File: src/hw/amcc_map.vh
`ifndef AMCC_MAP_VH
`define AMCC_MAP_VH
// ==========================================================
// timing
`define AMCC_CLK_MHZ        20
`define AMCC_CONV_TIME_US   40
`define AMCC_CONV_CYCLES    (`AMCC_CONV_TIME_US * `AMCC_CLK_MHZ)
`define AMCC_SAR_BITS       8
// internal half period: 8 bits plus one sample period fit in the conversion time
`define AMCC_PHASE_CYCLES   (`AMCC_CONV_CYCLES / ((`AMCC_SAR_BITS + 1) * 2))
// ==========================================================
// config fields and reset values
`define AMCC_CFG_W          5
`define AMCC_CFG_SE_BIT     3
`define AMCC_CFG_PD_BIT     4
`define AMCC_CFG_RST        5'h00
`define AMCC_RESULT_RST     8'h00
`define AMCC_GND_SEL        4'h8
`endif

File: src/hw/amcc_mux_decode.v
`timescale 1ns/1ps
`include "amcc_map.vh"
// ==========================================================
// input pairing decode
module amcc_mux_decode
(
  // configuration
  input  wire [4:0] cfg,
  // selected inputs: 0..7 analog inputs, 8 analog ground
  output reg  [3:0] pos_sel,
  output reg  [3:0] neg_sel
);

  always @*
  begin
    if (!cfg[`AMCC_CFG_SE_BIT])
    begin
      pos_sel = {1'b0, cfg[2:1], cfg[0]};
      neg_sel = {1'b0, cfg[2:1], ~cfg[0]};
    end
    else if (!cfg[`AMCC_CFG_PD_BIT])
    begin
      pos_sel = {1'b0, cfg[2:0]};
      neg_sel = `AMCC_GND_SEL;
    end
    else
    begin
      pos_sel = {1'b0, cfg[2:0]};
      neg_sel = 4'h7;
    end
  end

endmodule // amcc_mux_decode

File: src/hw/amcc_ctrl.v
`timescale 1ns/1ps
`include "amcc_map.vh"
// ==========================================================
// converter control: bus strobes, config latch, sar sequencing
module amcc_ctrl
(
  // clock and reset
  input  wire       core_clk,
  input  wire       reset,
  // host bus pins
  input  wire       cs_n,
  input  wire       wr_n,
  input  wire       rd_n,
  input  wire [7:0] result_lines_i,
  output reg  [7:0] result_lines_o,
  output reg  [7:0] result_lines_oe,
  output reg        done_flag_n,
  // analog front end
  output reg  [3:0] pos_sel_r,
  output reg  [3:0] neg_sel_r,
  output reg        sample_pos_r,
  output reg        sample_neg_r,
  output reg  [7:0] dac_code_r,
  output reg        cmp_strobe_r,
  input  wire       cmp_above,
  output reg        busy_r
);

  localparam ST_IDLE = 2'd0;
  localparam ST_SPOS = 2'd1;
  localparam ST_SNEG = 2'd2;
  localparam ST_BIT  = 2'd3;
  // full-width count first, then cut to the counter width on purpose
  localparam [31:0] PHASE_FULL = `AMCC_PHASE_CYCLES - 1;
  localparam [15:0] PHASE_MAX  = PHASE_FULL[15:0];

  // ==========================================================
  // pin synchronisers, two flops each
  reg  [2:0] s1_r;
  reg  [2:0] s2_r;
  reg  [4:0] d1_r;
  reg  [4:0] d2_r;
  reg        cmp1_r;
  reg        cmp2_r;
  reg        wr_prev_r;
  reg        rd_acc_prev_r;
  reg        rd_seen_r;
  reg  [4:0] cfg_r;
  reg  [4:0] cfg_cap_r;
  reg  [7:0] result_r;
  reg  [1:0] state_r;
  reg  [15:0] ph_cnt_r;
  reg        half_r;
  reg  [2:0] bit_r;

  wire cs_s   = s2_r[0];
  wire wr_s   = s2_r[1];
  wire rd_s   = s2_r[2];
  wire wr_fall = wr_prev_r & ~wr_s & ~cs_s;
  wire wr_rise = ~wr_prev_r & wr_s & ~cs_s;
  wire rd_acc  = ~cs_s & ~rd_s;
  wire rd_end  = rd_acc_prev_r & ~rd_acc;
  wire [3:0] pos_dec;
  wire [3:0] neg_dec;
  // only a write with the read strobe high brings in new config; a read restarts on the stored one
  wire [4:0] cfg_use = (wr_rise & ~rd_seen_r) ? cfg_cap_r : cfg_r;
  wire start = (wr_rise) | rd_end;
  wire ph_end = (ph_cnt_r == PHASE_MAX);
  wire conv_end = (state_r == ST_BIT) & ph_end & half_r & (bit_r == 3'd0);

  amcc_mux_decode u_dec
  (
    .cfg     (cfg_use),
    .pos_sel (pos_dec),
    .neg_sel (neg_dec)
  );

  always @(posedge core_clk or posedge reset)
  begin
    if (reset)
    begin
      s1_r <= 3'h7;
      s2_r <= 3'h7;
      d1_r <= 5'h00;
      d2_r <= 5'h00;
      cmp1_r <= 1'b0;
      cmp2_r <= 1'b0;
    end
    else
    begin
      s1_r <= {rd_n, wr_n, cs_n};
      s2_r <= s1_r;
      d1_r <= result_lines_i[4:0];
      d2_r <= d1_r;
      cmp1_r <= cmp_above;
      cmp2_r <= cmp1_r;
    end
  end

  // ==========================================================
  // bus side: strobe history and config latch
  always @(posedge core_clk or posedge reset)
  begin
    if (reset)
    begin
      wr_prev_r <= 1'b1;
      rd_acc_prev_r <= 1'b0;
      rd_seen_r <= 1'b0;
      cfg_r <= `AMCC_CFG_RST;
      cfg_cap_r <= `AMCC_CFG_RST;
    end
    else
    begin
      wr_prev_r <= wr_s;
      rd_acc_prev_r <= rd_acc;
      if (wr_fall)
        rd_seen_r <= 1'b0;
      else if (~wr_s & ~rd_s)
        rd_seen_r <= 1'b1;
      if (~wr_s & ~cs_s & rd_s)
        cfg_cap_r <= d2_r;
      if (wr_rise)
        cfg_r <= cfg_use;
    end
  end

  // ==========================================================
  // done flag and output latch
  always @(posedge core_clk or posedge reset)
  begin
    if (reset)
    begin
      result_r <= `AMCC_RESULT_RST;
      done_flag_n <= 1'b1;
    end
    else
    begin
      // conversion end sets flag low; a write fall or a read access in the same cycle wins, as the strobes demand it high
      if (wr_fall | rd_acc)
        done_flag_n <= 1'b1;
      else if (conv_end)
        done_flag_n <= 1'b0;
      if (conv_end)
        result_r <= cmp2_r ? dac_code_r : (dac_code_r & ~8'h01);
    end
  end

  // ==========================================================
  // read drive: lines released whenever select or read strobe is high
  always @(posedge core_clk or posedge reset)
  begin
    if (reset)
    begin
      result_lines_o <= 8'h00;
      result_lines_oe <= 8'h00;
    end
    else
    begin
      result_lines_o <= result_r;
      result_lines_oe <= rd_acc ? 8'hFF : 8'h00;
    end
  end

  // ==========================================================
  // sar sequencer; restart on any new start, even mid-conversion
  always @(posedge core_clk or posedge reset)
  begin
    if (reset)
    begin
      state_r <= ST_IDLE;
      ph_cnt_r <= 16'h0000;
      half_r <= 1'b0;
      bit_r <= 3'd7;
      pos_sel_r <= 4'h0;
      neg_sel_r <= 4'h1;
      sample_pos_r <= 1'b0;
      sample_neg_r <= 1'b0;
      dac_code_r <= 8'h00;
      cmp_strobe_r <= 1'b0;
      busy_r <= 1'b0;
    end
    else
    begin
      cmp_strobe_r <= 1'b0;
      sample_pos_r <= 1'b0;
      sample_neg_r <= 1'b0;
      if (start)
      begin
        state_r <= ST_SPOS;
        ph_cnt_r <= 16'h0000;
        half_r <= 1'b0;
        bit_r <= 3'd7;
        pos_sel_r <= pos_dec;
        neg_sel_r <= neg_dec;
        dac_code_r <= 8'h80;
        busy_r <= 1'b1;
        sample_pos_r <= 1'b1;
      end
      else if (state_r != ST_IDLE)
      begin
        ph_cnt_r <= ph_end ? 16'h0000 : ph_cnt_r + 16'h0001;
        if (ph_end)
          half_r <= ~half_r;
        case (state_r)
          ST_SPOS:
            if (ph_end)
            begin
              state_r <= ST_SNEG;
              sample_neg_r <= 1'b1;
            end
          ST_SNEG:
            if (ph_end)
              state_r <= ST_BIT;
          ST_BIT:
            if (ph_end && half_r)
            begin
              // decision at period end, away from switching edges
              cmp_strobe_r <= 1'b1;
              if (bit_r == 3'd0)
              begin
                state_r <= ST_IDLE;
                busy_r <= 1'b0;
              end
              else
              begin
                // keep or drop trial bit; saturates to FF or 00 naturally
                dac_code_r <= (cmp2_r ? dac_code_r : (dac_code_r & ~(8'h01 << bit_r)))
                              | (8'h01 << (bit_r - 3'd1));
                bit_r <= bit_r - 3'd1;
              end
            end
          default:
            state_r <= ST_IDLE;
        endcase
      end
    end
  end

endmodule // amcc_ctrl

File: config.mk
export PLATFORM = sky130hd
export DESIGN_NAME = amcc_ctrl
export DESIGN_NICKNAME = d
export VERILOG_FILES = /design/src/hw/amcc_mux_decode.v /design/src/hw/amcc_ctrl.v
export VERILOG_INCLUDE_DIRS = /design/src /design/src/hw
export SDC_FILE = /design/constraint.sdc
export NUM_CORES = 1
export LEC_CHECK = 0
export BUFFER_PORTS_ARGS = -buffer_cell sky130_fd_sc_hd__buf_2
export CAP_MARGIN = 20
export CORE_MARGIN = 5
export CORE_UTILIZATION = 40
export CTS_CLUSTER_DIAMETER = 120
export DETAILED_ROUTE_END_ITERATION = 10
export HOLD_SLACK_MARGIN = 0.1
export SLEW_MARGIN = 20
export SYNTH_ARGS = -nofsm -noshare
export SYNTH_HDL_FRONTEND = slang
export SYNTH_HIERARCHICAL = 1
export SYNTH_SLANG_ARGS = --single-unit
File: constraint.sdc
create_clock -name core_clk -period 7.9 [get_ports core_clk]
set_input_delay 1.185 -clock core_clk [delete_from_list [all_inputs] [get_ports core_clk]]
set_output_delay 1.185 -clock core_clk [all_outputs]
set_load 0.01 [all_outputs]
# Yosys cells after proc, flatten, opt, wreduce, memory -nomap -nowiden
# Cells that the tools add are included.
dict set report totals {
  regBits 97
  inputBits 14
  output_inout_bits 37
}
dict set report op_classes {
  n_addsub 2
  n_eq_ne 9
  n_shift 2
  muxes 47
  bitwise 26
  n_reduce_logical 14
}
# cell count
set op_table {}
lappend op_table {{$mux W8} 7}
lappend op_table {{$mux W16} 3}
lappend op_table {{$mux W1} 22}
lappend op_table {{$add A16 B1 Y16 const B} 1}
lappend op_table {{$eq A16 B6 Y1 const B} 1}
lappend op_table {{$reduce_bool A2 Y1} 8}
lappend op_table {{$shl A1 B3 Y8 const A} 2}
lappend op_table {{$mux W3} 5}
lappend op_table {{$and A1 B1 Y1} 13}
lappend op_table {{$mux W2} 6}
lappend op_table {{$and A8 B8 Y8} 1}
lappend op_table {{$mux W4} 2}
lappend op_table {{$not A1 Y1} 8}
lappend op_table {{$not A8 Y8} 1}
lappend op_table {{$or A8 B8 Y8} 1}
lappend op_table {{$reduce_and A4 Y1} 2}
lappend op_table {{$ne A3 B2 Y1 const B} 2}
lappend op_table {{$ne A3 B3 Y1 const B} 2}
lappend op_table {{$pmux W2 S3} 1}
lappend op_table {{$mux W5} 1}
lappend op_table {{$reduce_and A5 Y1} 1}
lappend op_table {{$eq A2 B2 Y1 const B} 2}
lappend op_table {{$logic_not A3 Y1} 1}
lappend op_table {{$sub A3 B1 Y3 const B} 1}
lappend op_table {{other kinds (5)} 6}

# Depth between registers and ports, before layout
# Gate-level depths: netlist of run 1.
dict set report depth {
  word_depth 10
  ltp_mapped 8
}

# Modules after synthesis
# Netlist of run 1, hierarchy kept.
# mod n_inst cells_per_inst area_per_inst_um2 seq_area_each_um2
set by_module_without_submodules {}
lappend by_module_without_submodules {amcc_ctrl 1 320 3831.2 2267.2}
lappend by_module_without_submodules {amcc_mux_decode 1 13 81.3 0.0}

# Worst setup path before layout of run 1
# No wires, ideal clock.
dict set report synth_path {
  path_kind {register -> register}
  from {register s2_r[1]}
  to {register neg_sel_r[0]}
  arrival_ns 1.971
  required_time_ns 7.840
  slack_ns 5.868
  stages_incl_launch_ff 8
  n_path_buf 0
  synth_period_minus_slack_ns 2.032
  path_cell_list {dfstp_2 -> or3b_1 -> nor2_2 -> mux2_2 -> nor2b_4 -> a21oi_2 -> nand2_1 -> nand2_1}
}
dict set report synth_between {
  elab_cells_between_ends 8
  cone_classes {mux: 3; bitwise: 5}
}
# item line
set synth_lines {}
lappend synth_lines {{start, declared} amcc_ctrl.v:40} ;# reg [2:0] s2_r;
lappend synth_lines {{start signal, assigned} amcc_ctrl.v:92} ;# s2_r <= s1_r;
lappend synth_lines {{$and A1 B1 Y1 (2 in series)} amcc_ctrl.v:60} ;# wire wr_rise = ~wr_prev_r & wr_s & ~cs_s;
lappend synth_lines {{$and A1 B1 Y1} amcc_ctrl.v:66} ;# wire [4:0] cfg_use = (wr_rise & ~rd_seen_r) ? cfg_cap_r : cfg_r;
lappend synth_lines {{$mux W5} amcc_ctrl.v:66}
lappend synth_lines {{named net cfg_use[3]} amcc_ctrl.v:66}
lappend synth_lines {{$mux W4} amcc_mux_decode.v:16} ;# if (!cfg[`AMCC_CFG_SE_BIT])
lappend synth_lines {{named net neg_dec[0]} amcc_ctrl.v:64} ;# wire [3:0] neg_dec;
lappend synth_lines {{end signal, assigned} amcc_ctrl.v:194} ;# neg_sel_r <= neg_dec;
lappend synth_lines {{end, declared} amcc_ctrl.v:20} ;# output reg [3:0] neg_sel_r,
# The timed path passes the listed nets, and every way through them passes these cells.
# A chain may end at the register's enable or synchronous reset.

# Worst setup path in the final report of run 1
dict set report layout_path {
  from {register s2_r[1]}
  to {register dac_code_r[5]}
}
dict set report layout_between {
  elab_chain_len 5
  elab_cells_between_ends 9
  cone_classes {eq/ne: 1; mux: 1; bitwise: 3; reduce/logical: 4}
}
# item line
set layout_rtl {}
lappend layout_rtl {{$and A1 B1 Y1 (*) (2 in series)} amcc_ctrl.v:60}
lappend layout_rtl {{$or A1 B1 Y1 (*)} amcc_ctrl.v:67} ;# wire start = (wr_rise) | rd_end;
lappend layout_rtl {{$ne A2 B2 Y1 (no source line) / $reduce_bool A2 Y1 (equally long branches)} n/a}
lappend layout_rtl {{$reduce_and A4 Y1 (no source line)} n/a}
lappend layout_rtl {{end signal, assigned} amcc_ctrl.v:227} ;# dac_code_r <= (cmp2_r ? dac_code_r : (dac_code_r & ~(8'h01 << bit_r)))
lappend layout_rtl {{end, declared} amcc_ctrl.v:23} ;# output reg [7:0] dac_code_r,
# Mark *: on every way between the ends. The rest lies on a longest branch, timed or not.

==> results of run 1 <==
worst reg2reg max path, cell delays in order, from the launching register on:
cell and delay [ps]:
dfstp_2 550, or3b_1 420, and2_0 160, buf_4 210
inv_1 590, o32ai_2 190, a21o_1 200
layer usage:
layer,global-route usage,routed length (microns)
met5,0,0
met4,0.0433,51
met3,0.0367,324
met2,0.202,3290
met1,0.167,3260
logic make-up (layout without fill, tap and decap cells):
group | Yosys count | in the layout
other cells | 1 | 1
mux | 23 | 23
flops | 90 | 90
fa+ha+maj | 11 | 11
buf+inv | 36 | 77
simple gates | 115 | 115
xor+xnor | 17 | 17
compound gates | 40 | 40
metrics by stage:
step                      utilization  power (uW)  cells
after global placement          0.433         732    491
after CTS                       0.452        1040    507
after detailed placement        0.433         742    491
final                           0.452        1020    507
after global routing            0.452        1080    507
after floorplan                     -         699    333
final timing paths:
kind                         start             to  slack, ps
max                        s2_r[1]  dac_code_r[5]       5460
min                        d1_r[0]        d2_r[0]        350
max reg2reg                s2_r[1]  dac_code_r[5]       5460
min reg2reg                d1_r[0]        d2_r[0]        350
max in group asynchronous    reset   cmp_strobe_r       5960
min in group asynchronous    reset    ph_cnt_r[9]        790
flip-flops by register name, summed over array words and instances (netlist names), 5 cells and up:
name / flops
ph_cnt_r: 16
dac_code_r: 8
result_lines_o: 8
result_r: 8
cfg_cap_r: 5
cfg_r: 5
d1_r: 5
d2_r: 5
power breakdown:
group / total (uW) / internal, uW / switching [uW] / leakage (uW)
combinational: 185 / 82.1 / 103 / 0.000928
clock: 291 / 118 / 172 / 0.0000810
sequential: 545 / 512 / 33.1 / 0.00114
total: 1020 / 712 / 308 / 0.00215
cell usage in the layout (no fill, tap or decap), types with 2 or more instances in the layout:
| cell type | synthesis | final |
|---|---|---|
| nand2_1 | 48 | 48 |
| nor2b_1 | 2 | 2 |
| ha_1 | 11 | 11 |
| inv_1 | 12 | 11 |
| and4_1 | 3 | 3 |
| o21ai_0 | 9 | 9 |
| nor4_4 | 2 | 2 |
| a31oi_1 | 8 | 8 |
| and2_1 | 2 | 2 |
| clkinvlp_4 | 0 | 3 |
| a21o_1 | 6 | 6 |
| dfrtp_1 | 78 | 78 |
| mux2_2 | 22 | 22 |
| nand4_1 | 7 | 7 |
| nor2_1 | 22 | 22 |
| nor3b_1 | 2 | 2 |
| nand3_1 | 6 | 6 |
| buf_2 | 4 | 47 |
| clkbuf_8 | 0 | 9 |
| nor3_1 | 4 | 4 |
| xnor2_1 | 7 | 7 |
| nand3b_1 | 2 | 2 |
| xor2_1 | 10 | 10 |
| and3_1 | 3 | 3 |
| buf_4 | 13 | 2 |
| a21oi_1 | 7 | 7 |
| dfstp_2 | 12 | 12 |
final cells by class:
| cell class | count | area [sq um] |
|---|---|---|
| clock buffer | 10 | 128 |
| clock inverter | 6 | 51.3 |
| fill | 920 | 5280 |
| inverter | 12 | 46.3 |
| multi-input combinational | 207 | 1450 |
| sequential | 90 | 2270 |
| tap | 133 | 166 |
| timing repair buffer | 49 | 250 |
==> reports/results.txt, run 1 <==
vias = 2452
post-DP HPWL = 4.73 mm
Crit. End Element = register
largest net degree at the start of global routing = 69
initial antenna violation count = 0
outcome = complete, no violations
drt pass-1 iters = 6
share of cells above drive strength 1 = 0.294
Worst setup SP type = register
unrepaired setup endpoints after global routing = false
Slew @ Worst Pin = 824 ps
commonest cells in the netlist = dfrtp_1, nand2_1, mux2_2, nor2_1, buf_4
final setup fails = 0
I/O pin count = 51
CP Buf/Inv Count = 2
GRT Overall Usage = 0.127
GR Overflow Total = 0
Root Buffer = clkbuf_8
worst-path cell chain = or3b_1, and2_0, buf_4, inv_1, o32ai_2, a21o_1
CP max stage delay = 590 ps
# diodes = 0
# Post-CTS Setup Buffers = 0
vias in the first global route = 2416
Post-synth ARST share = 1.00
residual DRC count = 0
Tcrit/Tclk final = 0.308
maxcap violations = 0
sequential area share after synthesis = 0.579
Power Dens Cells = 234 mW/mm^2
Num CTS Buffers = 9
Netlist Area Pre-Place = 0.00391 sq mm
synth unique cells = 52
Ys Warns = 6
CTS tree = done
Chip Height = 109 microns
fmax = 411 MHz
Final Hold Vio Count = 0
Routed Antenna Nets = 0
top cells by area, synth = dfrtp_1, dfstp_2, mux2_2
final clock skew = 9.98 ps
top-count cell post-synth = dfrtp_1
first-pass GRT wire length = 11.7 mm
CTS Sinks = 90
final instance area = 0.00436 sq mm
XOR/XNOR Fraction of Synth Area = 0.0381
Clock Latency Late Sink = 360 ps
DRT iter0 DRCs = 124
post-synth top area share = 0.499
Initial Utilization = 0.406
Clock transition at path regs = 90 ps
Worst Hold Class = reg2reg
Max Slew Vio Count = 0
Yosys top cell by area = dfrtp_1
Crit path max-delay family = buffers and inverters
area grow syn2layout = 11.4%
Slew headroom = 0.451
multiplexer share of the synthesized area = 0.0659
Synth Area in Simple Gates = 0.162
Mapped Avg Cell Area = 11.7 sq um
Synth Flop Type = dfrtp_1
number of synthesized flops with an enable pin = 0
Die X = 109 microns
largest family of logic cells by synthesized area = simple AND/OR/NAND/NOR gates
setup TNS = 0 ps
input/output buffers = 47
Mapped Cells = 333
Wirelength per Cell = 13.7 microns
Bufs on Longest Clock Path = 2
dpl cell area = 0.00418 sq mm
Static Leakage = 0.00215 uW
Critical Path RT = 8150 ps
H-Tree Depth = 3
Syn Nets = 358
Post-CTS Hold Buffers = 0
final setup margin = 5460 ps
post-synthesis adder-cell area fraction = 0.0352
layout net count = 394
WP data arrival = 2680 ps
Hold WS = 353 ps
Max VDD drop = 0.161 mV
WS Path Type = reg2reg
Cells on Worst Hold Path = 0
Crit path depth = 6
Post-Route WL = 6.93 mm
Worst Reg2Reg Path Length in Cells = 6
crit path time final = 2440 ps
Worst Path Max Fanout = 23
Slowest-stage cell, CP = inv_1
Synth Area in Compound Gates = 0.0675
row cnt = 36
Vias/cell = 4.84
die area = 0.0119 sq mm
Seq cells post-synth = 90
CTS resizes = 0
global placement routability congestion = 0.774
dpl ws = 5450 ps
core area = 0.00964 sq mm
Power figures use the tool's default switching activity.
==> inputs of run 2 (changes only) <==
==> constraint.sdc (replaced) <==
create_clock -name core_clk -period 2.51 [get_ports core_clk]
set_input_delay 0.3765 -clock core_clk [delete_from_list [all_inputs] [get_ports core_clk]]
set_output_delay 0.3765 -clock core_clk [all_outputs]
set_load 0.01 [all_outputs]
==> run 2 against run 1 <==
Effect of this change:
- hold slack got worse by 260 ps
- global-route usage rose by 0.070 points
- flip-flop and latch count did not move
- total power rose to 3.1 times the previous value
- wire length fell by 0.38%
- critical path depth rose by 1
- clock power rose to 2.9 times the previous value
- utilization rose by 0.79 points
- die area did not move
- final cell count rose by 1.8%
- critical path type unchanged
==> reports/results.txt, run 2 (synthesized netlist as in run 1, its figures left out) <==
outcome = complete, no violations
Root Buffer = clkbuf_8
maxcap violations = 0
most common cell after layout, fill and taps aside = dfrtp_1
DRT iter0 DRCs = 61
most frequent cells in the layout = dfrtp_1, nand2_1, buf_2
Slew headroom = 0.597
share of cells above drive strength 1 = 0.298
final clock skew = 14.5 ps
Worst Hold Class = in2async
GRT Overall Usage = 0.128
first-pass GRT wire length = 11.9 mm
flip-flop count of the largest register after layout = 16
Clock transition at path regs = 90 ps
fmax = 442 MHz
WP data arrival = 2550 ps
Pint = 2240 uW
Static Leakage = 0.00219 uW
I/O pin count = 51
Switching Fraction = 0.292
Power Dens Cells = 715 mW/mm^2
vias = 2442
drt pass-1 iters = 4
Post-Route WL = 6.90 mm
area grow syn2layout = 13.3%
Slew @ Worst Pin = 603 ps
die area = 0.0119 sq mm
CTS Sinks = 90
final setup fails = 0
crit path time final = 2260 ps
setup TNS = 0 ps
Hold WS = 94.3 ps
post-DP HPWL = 4.83 mm
Crit. End Element = register
Worst setup SP type = register
Chip Height = 109 microns
Seq pwr share = 0.541
CTS tree = done
Worst Path Max Fanout = 6
Clock Latency Late Sink = 360 ps
top sig layer = met4
# diodes = 0
global placement routability congestion = 0.783
residual DRC count = 0
GR Overflow Total = 0
Vias/cell = 4.73
Num CTS Buffers = 9
layout net count = 403
largest reg by FF count = ph_cnt_r
Final Hold Vio Count = 0
Critical Path RT = 2800 ps
met3 WL = 279 microns
CTS resizes = 0
unrepaired setup endpoints after global routing = false
Tcrit/Tclk final = 0.901
Switch Pwr = 925 uW
Comb power frac = 0.190
Bufs on Longest Clock Path = 2
Wirelength per Cell = 13.4 microns
Initial Utilization = 0.406
WS Path Type = reg2reg
vias in the first global route = 2506
Die X = 109 microns
H-Tree Depth = 3
Routed Antenna Nets = 0
met2 WL post-DR = 3.23 mm
initial antenna violation count = 0
core area = 0.00964 sq mm
row cnt = 36
Clk network pwr share = 0.269
Max Slew Vio Count = 0
largest net degree at the start of global routing = 41
Max VDD drop = 0.378 mV
input/output buffers = 47
routed length on met1 = 3.30 mm
## run 2: cell count changes in the layout (fill, tap and decap cells not counted)
cell | before | now
clkinv_2 | 1 | 3
buf_12 | 0 | 1
inv_8 | 1 | 0
clkinvlp_4 | 3 | 2
buf_4 | 2 | 6
dlygate4sd3_1 | 0 | 4
clkinv_4 | 1 | 0
clkbuf_1 | 1 | 2
## run 2: power groups by stage
stage                     registers (uW)  clock network (uW)  logic (uW)
after detailed placement            1750                   0         601
after global placement              1740                   0         586
after global routing                1740                 947         683
after floorplan                     1740                   0         462
final                               1710                 853         601
after CTS                           1720                 885         607
## run 2: layout make-up
class | instances | area [sq um]
Multi-Input combinational cell | 207 | 1450
Fill cell | 947 | 5210
Clock buffer | 11 | 131
Clock inverter | 5 | 31.3
Inverter | 12 | 48.8
Tap cell | 133 | 166
Sequential cell | 90 | 2270
Timing Repair Buffer | 58 | 340
## run 2: worst paths after layout
path	depth (start not counted)	start	slack, ps	endpoint
max	7	bit_r[0]	250	dac_code_r[5]
min	2	reset	90	result_lines_oe[6]
min reg2reg	0	d1_r[1]	350	d2_r[1]
max reg2reg	7	bit_r[0]	250	dac_code_r[5]
min in group core_clk	1	result_lines_i[2]	120	d1_r[2]
max in group asynchronous	3	reset	1710	result_r[6]
## run 2: timing repair
| action | CTS | global route |
|---|---|---|
| endpoints found under the hold margin | 0 | 4 |
| hold buffers | 0 | 4 |
| setup endpoints to repair | 0 | 0 |
| setup buffers | 0 | 0 |
## run 2: critical path, cell delays in order (launching register included)
cell and delay (ps):
dfstp_2 570, inv_1 100, ha_1 280, nor2b_1 180, nand3b_1 250, or2_1 370
o32ai_2 300, a21o_1 150
## run 2: through the flow
step                      cell area (sq um)   util  power, uW  instances  worst slack, ps
final                                  4430  0.460       3170        516              247
after global routing                   4430  0.460       3370        516             81.3
after CTS                              4390  0.456       3210        512              238
after detailed placement               4230  0.439       2350        496              308
after global placement                 4230  0.439       2320        496              360
after floorplan                        3920      -       2200        333              478
## run 2: layer usage
layer / track usage / up-vias
met4: 0.0442 / 0
met3: 0.0403 / 10
met2: 0.195 / 38
li1: - / 1205
met5: 0 / -
met1: 0.172 / 1189
